## src/design/ttc_cfg.svh

```systemverilog
// constants for the triple timer/counter unit: addresses, bit positions, resets, timing
// Overview of operation
// - overflow sets timer flag; interrupt vectoring clears it
// - run bit low stops the timer, except timer B while timer A is split
// - pin interrupt sets edge flag; vectoring clears
// - type bit: low level or falling edge
// - gate bit makes counting need pin high
// - source select: prescaled clock or pin edges
// - modes: prescaled 8-bit, 16-bit, reload, split/halt
// - split mode: high byte uses timer B controls
// - reload mode reloads low byte from high
// - timer A count bytes reset to zero
// - timer C: 16-bit, selectable source, run bit
// - up/down enable: direction from direction pin
// - up overflow past FFFFh: flag, reload pair
// - down underflow at reload pair: flag, FFFFh
// - external flag toggles per wrap, no interrupt
// - timer mode advances once per six clocks
// - counter mode samples pin once per cycle
`ifndef TTC_CFG_SVH
`define TTC_CFG_SVH
// ====================================================
// special function register addresses
`define ADDR_TIMER_RUN_AND_IRQ_CONTROL 8'h88
`define ADDR_TIMER_MODE_SELECT 8'h89
`define ADDR_TIMER_A_COUNT_LOW 8'h8A
`define ADDR_TIMER_B_COUNT_LOW 8'h8B
`define ADDR_TIMER_A_COUNT_HIGH 8'h8C
`define ADDR_TIMER_B_COUNT_HIGH 8'h8D
`define ADDR_TIMER_C_CONTROL 8'hC8
`define ADDR_TIMER_C_MODE 8'hC9
`define ADDR_TIMER_C_RELOAD_LOW 8'hCA
`define ADDR_TIMER_C_RELOAD_HIGH 8'hCB
`define ADDR_TIMER_C_COUNT_LOW 8'hCC
`define ADDR_TIMER_C_COUNT_HIGH 8'hCD
// ====================================================
// control register bit positions
`define BIT_TIMER_B_OVERFLOW_FLAG 7
`define BIT_TIMER_B_RUN 6
`define BIT_TIMER_A_OVERFLOW_FLAG 5
`define BIT_TIMER_A_RUN 4
`define BIT_EXT_IRQ_B_EDGE_FLAG 3
`define BIT_EXT_IRQ_B_TYPE 2
`define BIT_EXT_IRQ_A_EDGE_FLAG 1
`define BIT_EXT_IRQ_A_TYPE 0
// mode register bit positions
`define BIT_TIMER_B_GATE_ENABLE 7
`define BIT_TIMER_B_SOURCE_SELECT 6
`define BIT_TIMER_B_MODE_LO 4
`define BIT_TIMER_A_GATE_ENABLE 3
`define BIT_TIMER_A_SOURCE_SELECT 2
`define BIT_TIMER_A_MODE_LO 0
// timer C control and mode bit positions
`define BIT_TIMER_C_OVERFLOW_FLAG 7
`define BIT_TIMER_C_EXTERNAL_FLAG 6
`define BIT_TIMER_C_RUN 2
`define BIT_TIMER_C_SOURCE_SELECT 1
`define BIT_TIMER_C_UPDOWN_ENABLE 0
// ====================================================
// reset values
`define RESET_CONTROL 8'h00
`define RESET_MODE 8'h00
`define RESET_COUNT 8'h00
// ====================================================
// timing: one peripheral cycle is six clocks
`define SYS_CLK_PERIOD_NS 25
`define PERIPHERAL_CYCLE_NS 150
`define PERIPHERAL_DIV (`PERIPHERAL_CYCLE_NS / `SYS_CLK_PERIOD_NS)
`endif

```

## src/design/ttc_pkg.sv

```systemverilog
// types shared by the timer/counter modules
package ttc_pkg;
  typedef logic [7:0] byte_t;
  // decoded operating mode of timer A or B
  typedef enum logic [3:0] {
    MODE_PRESCALE = 4'b0001,
    MODE_WIDE = 4'b0010,
    MODE_RELOAD = 4'b0100,
    MODE_SPLIT = 4'b1000
  } timer_mode_t;
  // timer C state
  typedef struct packed {
    byte_t count_low;
    byte_t count_high;
    byte_t reload_low;
    byte_t reload_high;
    logic overflow_flag;
    logic external_flag;
    logic run;
    logic source_select;
    logic updown_enable;
    logic pin_prev;
  } timer_c_state_t;
endpackage

```

## src/design/timer_c_if.sv

```systemverilog
// carrier between the register front end and timer C
`timescale 1ns/10ps
interface timer_c_if;
  logic tick;
  logic wr;
  logic [7:0] addr;
  logic [7:0] wdata;
  logic [7:0] rdata;
  logic irq;
  logic count_pin;
  logic direction_pin;
  modport front (output tick, wr, addr, wdata, count_pin, direction_pin, input rdata, irq);
  modport unit (input tick, wr, addr, wdata, count_pin, direction_pin, output rdata, irq);
endinterface

```

## src/design/timer_c_unit.sv

```systemverilog
// timer C: 16-bit auto-reload up/down counter with its registers
`timescale 1ns/10ps
`include "ttc_cfg.svh"
module timer_c_unit (
  input wire logic sys_clk_in,
  input wire logic reset_n_in,
  input wire logic clk_en_in,
  timer_c_if.unit bus
);
  import ttc_pkg::*;
  timer_c_state_t cur;
  timer_c_state_t next_state;
  logic [15:0] count;
  logic [15:0] reload;
  logic inc;
  logic up;
  logic wrap;
  // ====================================================
  // next state
  always_comb
  begin
    next_state = cur;
    count = {cur.count_high, cur.count_low};
    reload = {cur.reload_high, cur.reload_low};
    inc = 1'b0;
    up = 1'b1;
    wrap = 1'b0;
    if (bus.tick)
    begin
      next_state.pin_prev = bus.count_pin;
      inc = cur.run & (cur.source_select ? (cur.pin_prev & ~bus.count_pin) : 1'b1);
    end
    up = ~cur.updown_enable | bus.direction_pin;
    if (inc)
    begin
      if (up)
      begin
        wrap = (count == 16'hFFFF);
        count = wrap ? reload : count + 16'h0001;
      end
      else
      begin
        wrap = (count == reload);
        count = wrap ? 16'hFFFF : count - 16'h0001;
      end
    end
    next_state.count_low = count[7:0];
    next_state.count_high = count[15:8];
    // software writes land before the hardware flag sets
    if (bus.wr)
    begin
      unique case (bus.addr)
        `ADDR_TIMER_C_CONTROL:
        begin
          next_state.overflow_flag = bus.wdata[`BIT_TIMER_C_OVERFLOW_FLAG];
          next_state.external_flag = bus.wdata[`BIT_TIMER_C_EXTERNAL_FLAG];
          next_state.run = bus.wdata[`BIT_TIMER_C_RUN];
          next_state.source_select = bus.wdata[`BIT_TIMER_C_SOURCE_SELECT];
        end
        `ADDR_TIMER_C_MODE: next_state.updown_enable = bus.wdata[`BIT_TIMER_C_UPDOWN_ENABLE];
        `ADDR_TIMER_C_RELOAD_LOW: next_state.reload_low = bus.wdata;
        `ADDR_TIMER_C_RELOAD_HIGH: next_state.reload_high = bus.wdata;
        `ADDR_TIMER_C_COUNT_LOW: next_state.count_low = bus.wdata;
        `ADDR_TIMER_C_COUNT_HIGH: next_state.count_high = bus.wdata;
        default: next_state = next_state;
      endcase
    end
    if (wrap)
    begin
      next_state.overflow_flag = 1'b1;
      if (cur.updown_enable)
      begin
        next_state.external_flag = ~next_state.external_flag;
      end
    end
  end
  // ====================================================
  // read mux and interrupt request
  always_comb
  begin
    unique case (bus.addr)
      `ADDR_TIMER_C_CONTROL: bus.rdata = {cur.overflow_flag, cur.external_flag, 3'h0, cur.run,
        cur.source_select, 1'b0};
      `ADDR_TIMER_C_MODE: bus.rdata = {7'h00, cur.updown_enable};
      `ADDR_TIMER_C_RELOAD_LOW: bus.rdata = cur.reload_low;
      `ADDR_TIMER_C_RELOAD_HIGH: bus.rdata = cur.reload_high;
      `ADDR_TIMER_C_COUNT_LOW: bus.rdata = cur.count_low;
      `ADDR_TIMER_C_COUNT_HIGH: bus.rdata = cur.count_high;
      default: bus.rdata = 8'h00;
    endcase
  end
  assign bus.irq = cur.overflow_flag | (cur.external_flag & ~cur.updown_enable);
  // state register
  always_ff @(posedge sys_clk_in or negedge reset_n_in)
  begin
    if (!reset_n_in)
    begin
      cur <= '0;
    end
    else if (clk_en_in)
    begin
      cur <= next_state;
    end
  end
endmodule

```

## src/design/triple_timer_counter_unit.sv

```systemverilog
// timers A and B, external interrupt flags, register front end and timer C instance
`timescale 1ns/10ps
`include "ttc_cfg.svh"
module triple_timer_counter_unit (
  input wire logic sys_clk_in,
  input wire logic reset_n_in,
  input wire logic clk_en_in,
  input wire logic [7:0] sfr_addr_in,
  input wire ttc_pkg::byte_t sfr_wdata_in,
  input wire logic sfr_wr_in,
  input wire logic sfr_rd_in,
  output ttc_pkg::byte_t sfr_rdata_out,
  input wire logic ext_irq_a_pin_in,
  input wire logic ext_irq_b_pin_in,
  input wire logic timer_a_count_pin_in,
  input wire logic timer_b_count_pin_in,
  input wire logic timer_c_count_pin_in,
  input wire logic timer_c_direction_pin_in,
  input wire logic timer_a_irq_ack_in,
  input wire logic timer_b_irq_ack_in,
  input wire logic ext_irq_a_ack_in,
  input wire logic ext_irq_b_ack_in,
  output logic timer_a_irq_out,
  output logic timer_b_irq_out,
  output logic ext_irq_a_irq_out,
  output logic ext_irq_b_irq_out,
  output logic timer_c_irq_out
);
  import ttc_pkg::*;

  // ====================================================
  // state of the front end and timers A and B
  typedef struct packed {
    byte_t control;
    byte_t mode_select;
    byte_t timer_a_low_byte;
    byte_t timer_a_high_byte;
    byte_t timer_b_low_byte;
    byte_t timer_b_high_byte;
    logic [2:0] divider;
    logic timer_a_pin_prev;
    logic timer_b_pin_prev;
    logic irq_a_pin_prev;
    logic irq_b_pin_prev;
    byte_t rdata;
  } front_state_t;

  localparam logic [2:0] DIV_LAST = 3'(`PERIPHERAL_DIV - 1);

  front_state_t cur;
  front_state_t next_state;
  timer_mode_t mode_a;
  timer_mode_t mode_b;
  logic tick;
  logic split;
  logic src_a;
  logic src_b;
  logic run_a;
  logic run_b;
  logic inc_a;
  logic inc_b;
  logic inc_split_high;
  logic [16:0] step_a;
  logic [16:0] step_b;
  logic [8:0] split_high;
  logic set_flag_a;
  logic set_flag_b;
  logic edge_a;
  logic edge_b;
  byte_t flags;
  byte_t rd_value;

  timer_c_if tc_bus ();

  // ====================================================
  // mode decode of a two-bit mode field
  function automatic timer_mode_t decode_mode(input logic [1:0] field);
    timer_mode_t m;
    m = MODE_PRESCALE;
    unique case (field)
      2'h0: m = MODE_PRESCALE;
      2'h1: m = MODE_WIDE;
      2'h2: m = MODE_RELOAD;
      2'h3: m = MODE_SPLIT;
    endcase
    return m;
  endfunction

  // ====================================================
  // one count step of a timer; result is {overflow, high, low}
  function automatic logic [16:0] timer_step(input timer_mode_t mode, input byte_t lo,
    input byte_t hi, input logic inc);
    logic [16:0] r;
    r = {1'b0, hi, lo};
    if (inc)
    begin
      unique case (mode)
        MODE_PRESCALE:
        begin
          // five-bit prescaler in the low byte carries into the high byte
          r[4:0] = lo[4:0] + 5'h01;
          if (lo[4:0] == 5'h1F)
          begin
            r[15:8] = hi + 8'h01;
            r[16] = (hi == 8'hFF);
          end
        end
        MODE_WIDE:
        begin
          r = {1'b0, hi, lo} + 17'h00001;
        end
        MODE_RELOAD:
        begin
          if (lo == 8'hFF)
          begin
            r[7:0] = hi;
            r[16] = 1'b1;
          end
          else
          begin
            r[7:0] = lo + 8'h01;
          end
        end
        MODE_SPLIT:
        begin
          // low byte alone; the high byte is stepped by the caller
          r[7:0] = lo + 8'h01;
          r[16] = (lo == 8'hFF);
        end
      endcase
    end
    return r;
  endfunction

  // ====================================================
  // peripheral cycle strobe
  always_comb
  begin
    tick = (cur.divider == DIV_LAST);
  end

  // ====================================================
  // count enables of timers A and B
  always_comb
  begin
    mode_a = decode_mode(cur.mode_select[`BIT_TIMER_A_MODE_LO +: 2]);
    mode_b = decode_mode(cur.mode_select[`BIT_TIMER_B_MODE_LO +: 2]);
    split = (mode_a == MODE_SPLIT);
    // counter operation counts a high sample followed by a low sample
    src_a = cur.mode_select[`BIT_TIMER_A_SOURCE_SELECT] ?
      (cur.timer_a_pin_prev & ~timer_a_count_pin_in) : 1'b1;
    src_b = cur.mode_select[`BIT_TIMER_B_SOURCE_SELECT] ?
      (cur.timer_b_pin_prev & ~timer_b_count_pin_in) : 1'b1;
    run_a = cur.control[`BIT_TIMER_A_RUN] &
      (~cur.mode_select[`BIT_TIMER_A_GATE_ENABLE] | ext_irq_a_pin_in);
    // while timer A is split, timer B loses its run bit and runs whenever its gate allows
    run_b = (split | cur.control[`BIT_TIMER_B_RUN]) &
      (~cur.mode_select[`BIT_TIMER_B_GATE_ENABLE] | ext_irq_b_pin_in);
    inc_a = tick & run_a & src_a;
    inc_b = tick & run_b & src_b & (mode_b != MODE_SPLIT);
    inc_split_high = tick & split & cur.control[`BIT_TIMER_B_RUN];
  end

  // ====================================================
  // count steps
  always_comb
  begin
    step_a = timer_step(mode_a, cur.timer_a_low_byte, cur.timer_a_high_byte, inc_a);
    step_b = timer_step(mode_b, cur.timer_b_low_byte, cur.timer_b_high_byte, inc_b);
    // split high byte counts peripheral cycles only
    split_high = {1'b0, cur.timer_a_high_byte} + {8'h00, inc_split_high};
    set_flag_a = step_a[16];
    set_flag_b = split ? split_high[8] : step_b[16];
    edge_a = cur.irq_a_pin_prev & ~ext_irq_a_pin_in;
    edge_b = cur.irq_b_pin_prev & ~ext_irq_b_pin_in;
  end

  // ====================================================
  // control register flags: write, then hardware clear, then hardware set
  always_comb
  begin
    flags = cur.control;
    if (sfr_wr_in && (sfr_addr_in == `ADDR_TIMER_RUN_AND_IRQ_CONTROL))
    begin
      flags = sfr_wdata_in;
    end
    if (timer_a_irq_ack_in)
    begin
      flags[`BIT_TIMER_A_OVERFLOW_FLAG] = 1'b0;
    end
    if (timer_b_irq_ack_in)
    begin
      flags[`BIT_TIMER_B_OVERFLOW_FLAG] = 1'b0;
    end
    if (set_flag_a)
    begin
      flags[`BIT_TIMER_A_OVERFLOW_FLAG] = 1'b1;
    end
    if (set_flag_b)
    begin
      flags[`BIT_TIMER_B_OVERFLOW_FLAG] = 1'b1;
    end
    // edge mode: falling edge sets, vectoring clears; level mode follows the inverted pin
    if (cur.control[`BIT_EXT_IRQ_A_TYPE])
    begin
      if (ext_irq_a_ack_in)
      begin
        flags[`BIT_EXT_IRQ_A_EDGE_FLAG] = 1'b0;
      end
      if (edge_a)
      begin
        flags[`BIT_EXT_IRQ_A_EDGE_FLAG] = 1'b1;
      end
    end
    else
    begin
      flags[`BIT_EXT_IRQ_A_EDGE_FLAG] = ~ext_irq_a_pin_in;
    end
    if (cur.control[`BIT_EXT_IRQ_B_TYPE])
    begin
      if (ext_irq_b_ack_in)
      begin
        flags[`BIT_EXT_IRQ_B_EDGE_FLAG] = 1'b0;
      end
      if (edge_b)
      begin
        flags[`BIT_EXT_IRQ_B_EDGE_FLAG] = 1'b1;
      end
    end
    else
    begin
      flags[`BIT_EXT_IRQ_B_EDGE_FLAG] = ~ext_irq_b_pin_in;
    end
  end

  // ====================================================
  // read multiplexer
  always_comb
  begin
    unique case (sfr_addr_in)
      `ADDR_TIMER_RUN_AND_IRQ_CONTROL: rd_value = cur.control;
      `ADDR_TIMER_MODE_SELECT: rd_value = cur.mode_select;
      `ADDR_TIMER_A_COUNT_LOW: rd_value = cur.timer_a_low_byte;
      `ADDR_TIMER_B_COUNT_LOW: rd_value = cur.timer_b_low_byte;
      `ADDR_TIMER_A_COUNT_HIGH: rd_value = cur.timer_a_high_byte;
      `ADDR_TIMER_B_COUNT_HIGH: rd_value = cur.timer_b_high_byte;
      default: rd_value = tc_bus.rdata;
    endcase
  end

  // ====================================================
  // next state of the front end
  always_comb
  begin
    next_state = cur;
    next_state.divider = tick ? 3'h0 : cur.divider + 3'h1;
    next_state.irq_a_pin_prev = ext_irq_a_pin_in;
    next_state.irq_b_pin_prev = ext_irq_b_pin_in;
    if (tick)
    begin
      next_state.timer_a_pin_prev = timer_a_count_pin_in;
      next_state.timer_b_pin_prev = timer_b_count_pin_in;
    end
    next_state.control = flags;
    next_state.timer_a_low_byte = step_a[7:0];
    next_state.timer_a_high_byte = split ? split_high[7:0] : step_a[15:8];
    next_state.timer_b_low_byte = step_b[7:0];
    next_state.timer_b_high_byte = step_b[15:8];
    // software writes override the count step of the same cycle
    if (sfr_wr_in)
    begin
      unique case (sfr_addr_in)
        `ADDR_TIMER_MODE_SELECT: next_state.mode_select = sfr_wdata_in;
        `ADDR_TIMER_A_COUNT_LOW: next_state.timer_a_low_byte = sfr_wdata_in;
        `ADDR_TIMER_B_COUNT_LOW: next_state.timer_b_low_byte = sfr_wdata_in;
        `ADDR_TIMER_A_COUNT_HIGH: next_state.timer_a_high_byte = sfr_wdata_in;
        `ADDR_TIMER_B_COUNT_HIGH: next_state.timer_b_high_byte = sfr_wdata_in;
        default: next_state.mode_select = next_state.mode_select;
      endcase
    end
    if (sfr_rd_in)
    begin
      next_state.rdata = rd_value;
    end
  end

  // ====================================================
  // state register
  always_ff @(posedge sys_clk_in or negedge reset_n_in)
  begin
    if (!reset_n_in)
    begin
      cur.control <= `RESET_CONTROL;
      cur.mode_select <= `RESET_MODE;
      cur.timer_a_low_byte <= `RESET_COUNT;
      cur.timer_a_high_byte <= `RESET_COUNT;
      cur.timer_b_low_byte <= `RESET_COUNT;
      cur.timer_b_high_byte <= `RESET_COUNT;
      cur.divider <= 3'h0;
      cur.timer_a_pin_prev <= 1'b0;
      cur.timer_b_pin_prev <= 1'b0;
      cur.irq_a_pin_prev <= 1'b1;
      cur.irq_b_pin_prev <= 1'b1;
      cur.rdata <= 8'h00;
    end
    else if (clk_en_in)
    begin
      cur <= next_state;
    end
  end

  // ====================================================
  // timer C
  assign tc_bus.tick = tick;
  assign tc_bus.wr = sfr_wr_in;
  assign tc_bus.addr = sfr_addr_in;
  assign tc_bus.wdata = sfr_wdata_in;
  assign tc_bus.count_pin = timer_c_count_pin_in;
  assign tc_bus.direction_pin = timer_c_direction_pin_in;

  timer_c_unit timer_c (
    .sys_clk_in(sys_clk_in),
    .reset_n_in(reset_n_in),
    .clk_en_in(clk_en_in),
    .bus(tc_bus)
  );

  // ====================================================
  // outputs
  assign sfr_rdata_out = cur.rdata;
  assign timer_a_irq_out = cur.control[`BIT_TIMER_A_OVERFLOW_FLAG];
  assign timer_b_irq_out = cur.control[`BIT_TIMER_B_OVERFLOW_FLAG];
  assign ext_irq_a_irq_out = cur.control[`BIT_EXT_IRQ_A_EDGE_FLAG];
  assign ext_irq_b_irq_out = cur.control[`BIT_EXT_IRQ_B_EDGE_FLAG];
  assign timer_c_irq_out = tc_bus.irq;
endmodule

```

## config.mk

```make
export PLATFORM = sky130hd
export DESIGN_NAME = triple_timer_counter_unit
export DESIGN_NICKNAME = d
export VERILOG_FILES = /design/src/design/ttc_pkg.sv /design/src/design/timer_c_if.sv /design/src/design/timer_c_unit.sv /design/src/design/triple_timer_counter_unit.sv
export VERILOG_INCLUDE_DIRS = /design/src /design/src/design
export SDC_FILE = /design/constraint.sdc
export NUM_CORES = 1
export LEC_CHECK = 0
export BUFFER_PORTS_ARGS = -buffer_cell sky130_fd_sc_hd__buf_2
export CORE_ASPECT_RATIO = 0.9
export CORE_MARGIN = 1
export CORE_UTILIZATION = 60
export DETAILED_ROUTE_END_ITERATION = 12
export GPL_TIMING_DRIVEN = 0
export PLACE_DENSITY_LB_ADDON = 0.15
export SLEW_MARGIN = 20
export SYNTH_ARGS = -nofsm -noshare
export SYNTH_HDL_FRONTEND = slang
export SYNTH_SLANG_ARGS = --single-unit
```

## constraint.sdc

```tcl
create_clock -name sys_clk_in -period 2.4 [get_ports sys_clk_in]
set_input_delay 0.48 -clock sys_clk_in [delete_from_list [all_inputs] [get_ports sys_clk_in]]
set_output_delay 0.48 -clock sys_clk_in [all_outputs]
set_load 0.1 [all_outputs]
```

==> impl_summary.md <==
Logic synthesis
The dominant synthesized flop cell is dfrtp_1. Yosys printed 0 warnings. Ranked by instance count, the synthesized netlist is headed by dfrtp_1 (99), nand2_1 (87), o21ai_0 (68), nor2_1 (57), a21oi_1 (45). The largest area contributor in the netlist is dfrtp_1. After synthesis, the cell types taking the most area are dfrtp_1 (31%), o21ai_0 (4.2%), mux2_2 (4.1%). The post-synthesis net count is around 980. The number of synthesized flops with an enable pin is 0.

The share of the Yosys chip area taken by registers is 0.3144. The synthesized netlist occupies a cell area of between 8000 and 9000 um^2. The mean instance size in the synthesized netlist is roughly 8.6 um^2. The share of synthesized area in the top cell type comes to 0.3078. After synthesis, the share of flip-flops with an asynchronous set or reset is 1.000. The synthesized instance count is around 940.

By instance count, the leading cell after synthesis is dfrtp_1. After synthesis, the netlist uses 91 different library cells. Synthesis inferred 101 register bits.

Pwr
The reported net switching power is 0.001488 W. Overall power consumption after layout is estimated at around 0.0044 W. The worst voltage drop across the vdd grid is between 300 and 400 uV.

The static leakage is 3.787 nW. Dividing total power by cell area gives a power density of a little under 500 nW/um^2. The power share of the combinational group is 0.221.

The part of the power in the clock network is 0.328. The part of the power in registers is 0.451. The internal power of the cells totals between 0.002 and 0.003 W.

Of the total power, the share spent switching nets is 0.3395.

Clock tree
The clock passes through at most 2 buffers. The H-tree depth is 3. Counting every sink on the clock net gives slightly above 100. The number of hold buffers added after CTS was 0.

The TritonCTS clock tree is built. The clock slew seen by the registers of the worst setup and hold paths is roughly 70 ps. Counting the buffers created by CTS gives 9. The clock reaches the later pin of the worst-skew pair after 370 ps. Clock tree synthesis selected as its root buffer the cell clkbuf_16.

Floorplanning
The core area is roughly 13000 um^2. For this configuration, the core starts out at a cell density of 0.6247. From left edge to right edge, the die measures 124.1 um.

Measured along the y axis, the die boundary spans 111.9 um. The number of cell rows is 39. The area of the die is around 14000 um^2. 44 I/O pins were placed.

Timing
The worst-margin pin slew is between 1000 and 1500 ps. Across all hold checks on the routed design, the worst slack comes to slightly below 8 ps. The setup TNS after final layout is 0 ps. The share of the clock period used by the worst path is 0.9851.

The final count of pins violating max slew is 0. The worst clock skew on the final layout is 12.14 ps. The count of endpoints failing hold in the final timing report is 0. The smallest clock period supported by the final layout is computed as 2364 ps. Setup violations remaining at the end of the flow were counted as 0. In this run the tightest slew margin relative to its limit is 0.3006. The fmax is ~420 MHz.

Worst setup path
The path type of the worst setup path is flop to flop. Following the worst setup path forward leads to its endpoint at cur[37]. The critical path startpoint is cur[13]. Of all nets on the critical path, the largest fanout is 10.

The critical path goes through and3b_2 > buf_6 > buf_12 > o2111a_1 > buf_2 > nand4_1 > a21oi_1 > nand4b_1 > o211ai_1. For the worst flop-to-flop path, the logic depth is 9. The largest individual stage delay along the critical path comes from the cell dfrtp_2.

The required time of the critical path is 2680 ps. The endpoint of the lowest-slack register-to-register path is cur[37]. The longest individual stage delay on the worst path is approximately 430 ps. STA classifies the critical path startpoint as a flop. The minimum setup slack among reg-to-reg paths is between 30 and 40 ps. In this run the critical register-to-register path is launched from cur[13]. The arrival time of data at the critical path endpoint is between 2000 and 3000 ps. The worst setup path is captured at a flop.

Place
The final weighted congestion in routability-driven placement is around 1. The detailed placement HPWL is 21.62 mm. Once placement finished, the instance area stood at 8492 um^2. The count of buffers from port buffering is just over 40.

Finish
In the final layout, flip-flops and latches occupy ~2500 um^2. The antenna diode count is 0. The filler cells instantiated in the layout total about 1000.

The number of nets in the finished design is roughly 1000. The area of combinational cells with multiple inputs is 5122 um^2. Relative to the synthesized area, the layout overhead comes to 12.34%.

The fraction of final layout cells sized beyond drive strength 1 is 0.2178. After routing the design area is around 9000 um^2.

Global routing
The initial antenna violation count is 0. Global routing finished with a remaining overflow of 0. Entering global routing, the biggest net connects 64 pins. The first global-routing pass estimated 45.54 mm of wire. The total routing usage reported by global routing is 0.4454. The number of global-route vias before repair was roughly 7700.

Routing
For this block, the initial DRC count from the detailed router was around 1500. In the routed design, unresolved DRC markers number 0. The ratio of routed vias to standard cells is 7.251. After detailed routing, the total wire length is around 30 mm. The post-detailed-route wirelength per cell is about 26 um. The total iterations of the first detailed-routing run is 9. The via total after detailed routing is 8513.

The number of routed nets with antenna violations is 0.

Flow run
The number of max-capacitance violations reported is 0.

Min path
The path category of the worst min-delay check is input pin to async pin.

Status
The flow ran to the end, and the final reports show no timing, DRC or antenna violations.
## worst max-delay path: cells and delay by family, from the launching register on
family | cells | cell delay, ps
AOI/OAI and AO/OA | 3 | 750
and+or+nand+nor | 3 | 550
buffers and inverters | 3 | 550
DFF | 1 | 430
## state kept, by name (all words and copies together), names as in the netlist
| name | cells |
|---|---|
| cur | 51 |
| ext_irq_a_irq_out | 1 |
| ext_irq_b_irq_out | 1 |
| sfr_rdata_out | 8 |
| timer_a_irq_out | 1 |
| timer_b_irq_out | 1 |
| timer_c.cur | 38 |
## power by group through the flow
stage / logic (W) / registers, W / clock network (W)
5_1_grt: 0.00102 / 0.00199 / 0.00150
6_report: 0.000970 / 0.00198 / 0.00144
4_1_cts: 0.000861 / 0.00196 / 0.00145
2_1_floorplan: 0.000543 / 0.00197 / 0
3_3_place_gp: 0.000836 / 0.00199 / 0
3_5_place_dp: 0.000851 / 0.00199 / 0
## how the worst min path moves through the flow
stage	cells past startpoint	slack, ps	end	from
2_1_floorplan	0	180	cur[10]	reset_n_in
3_3_place_gp	2	470	sfr_rdata_out[7]	sfr_rdata_out[7]
3_5_place_dp	1	410	cur[28]	reset_n_in
4_1_cts	1	20	cur[28]	reset_n_in
5_1_grt	1	40	cur[28]	reset_n_in
6_report	1	8	cur[28]	reset_n_in
## stage by stage
step	util	setup slack, ps	std cells
after CTS	0.6833	7.481	1159
after global placement	0.6566	-703.1	1142
final	0.7018	35.76	1174
after global routing	0.7018	-30.90	1174
after floorplan	-	210.5	937
after detailed placement	0.6592	-722.8	1143
## layout make-up
class	count	share of cell area
multi-input combinational	728	0.5666
buffer	84	0.04913
clock inverter	5	0.004982
tap	164	0.02270
timing repair buffer	57	0.03999
clock buffer	11	0.02574
sequential	101	0.2805
inverter	24	0.01038
## placed cells by master, fill, tap and decap left out, drive strengths merged, types with 4 or more instances in the layout
cell / instances
a211o: 4
a211oi: 8
a21boi: 4
a21o: 6
a21oi: 45
a221o: 7
a221oi: 6
a22o: 16
a22oi: 22
a2bb2oi: 5
a31oi: 11
and2: 5
and3: 18
buf: 101
clkbuf: 51
dfrtp: 99
ha: 11
inv: 25
mux2: 36
mux2i: 16
mux4: 4
nand2: 88
nand2b: 9
nand3: 41
nand4: 22
nor2: 58
nor2b: 12
nor3: 32
nor3b: 5
nor4: 16
nor4b: 4
o211ai: 5
o21ai: 75
o221ai: 7
o22ai: 21
o31ai: 8
o32ai: 5
or3: 4
xnor2: 13
xor2: 31
## timing repair
item,in CTS,in global routing
resized for setup,13,33
gates cloned,0,1
pin swaps,2,6
endpoints found under the hold margin,0,0
setup endpoints to repair,19,25
setup buffers,0,14
## kinds of logic (layout without fill, tap and decap cells)
family                   after synthesis  after routing  synth area share
buffers and inverters                108            181           0.06359
XOR/XNOR                              44             44           0.04789
flip-flops                           101            101            0.3144
AND/OR/NAND/NOR                      334            334            0.2326
adder cells (fa/ha/maj)               11             11           0.01710
multiplexers                          56             56           0.08473
AO/OA/AOI/OAI                        283            283            0.2397
## metal layers
layer | wire (um) | global-route usage | up-vias
li1 | - | - | 3661
met1 | 12150 | 0.6517 | 4036
met2 | 12370 | 0.5956 | 709
met3 | 4640 | 0.1609 | 107
met4 | 1060 | 0.1587 | 0
met5 | 0 | 0 | -
No activity file was read; power rests on OpenSTA's default activity.
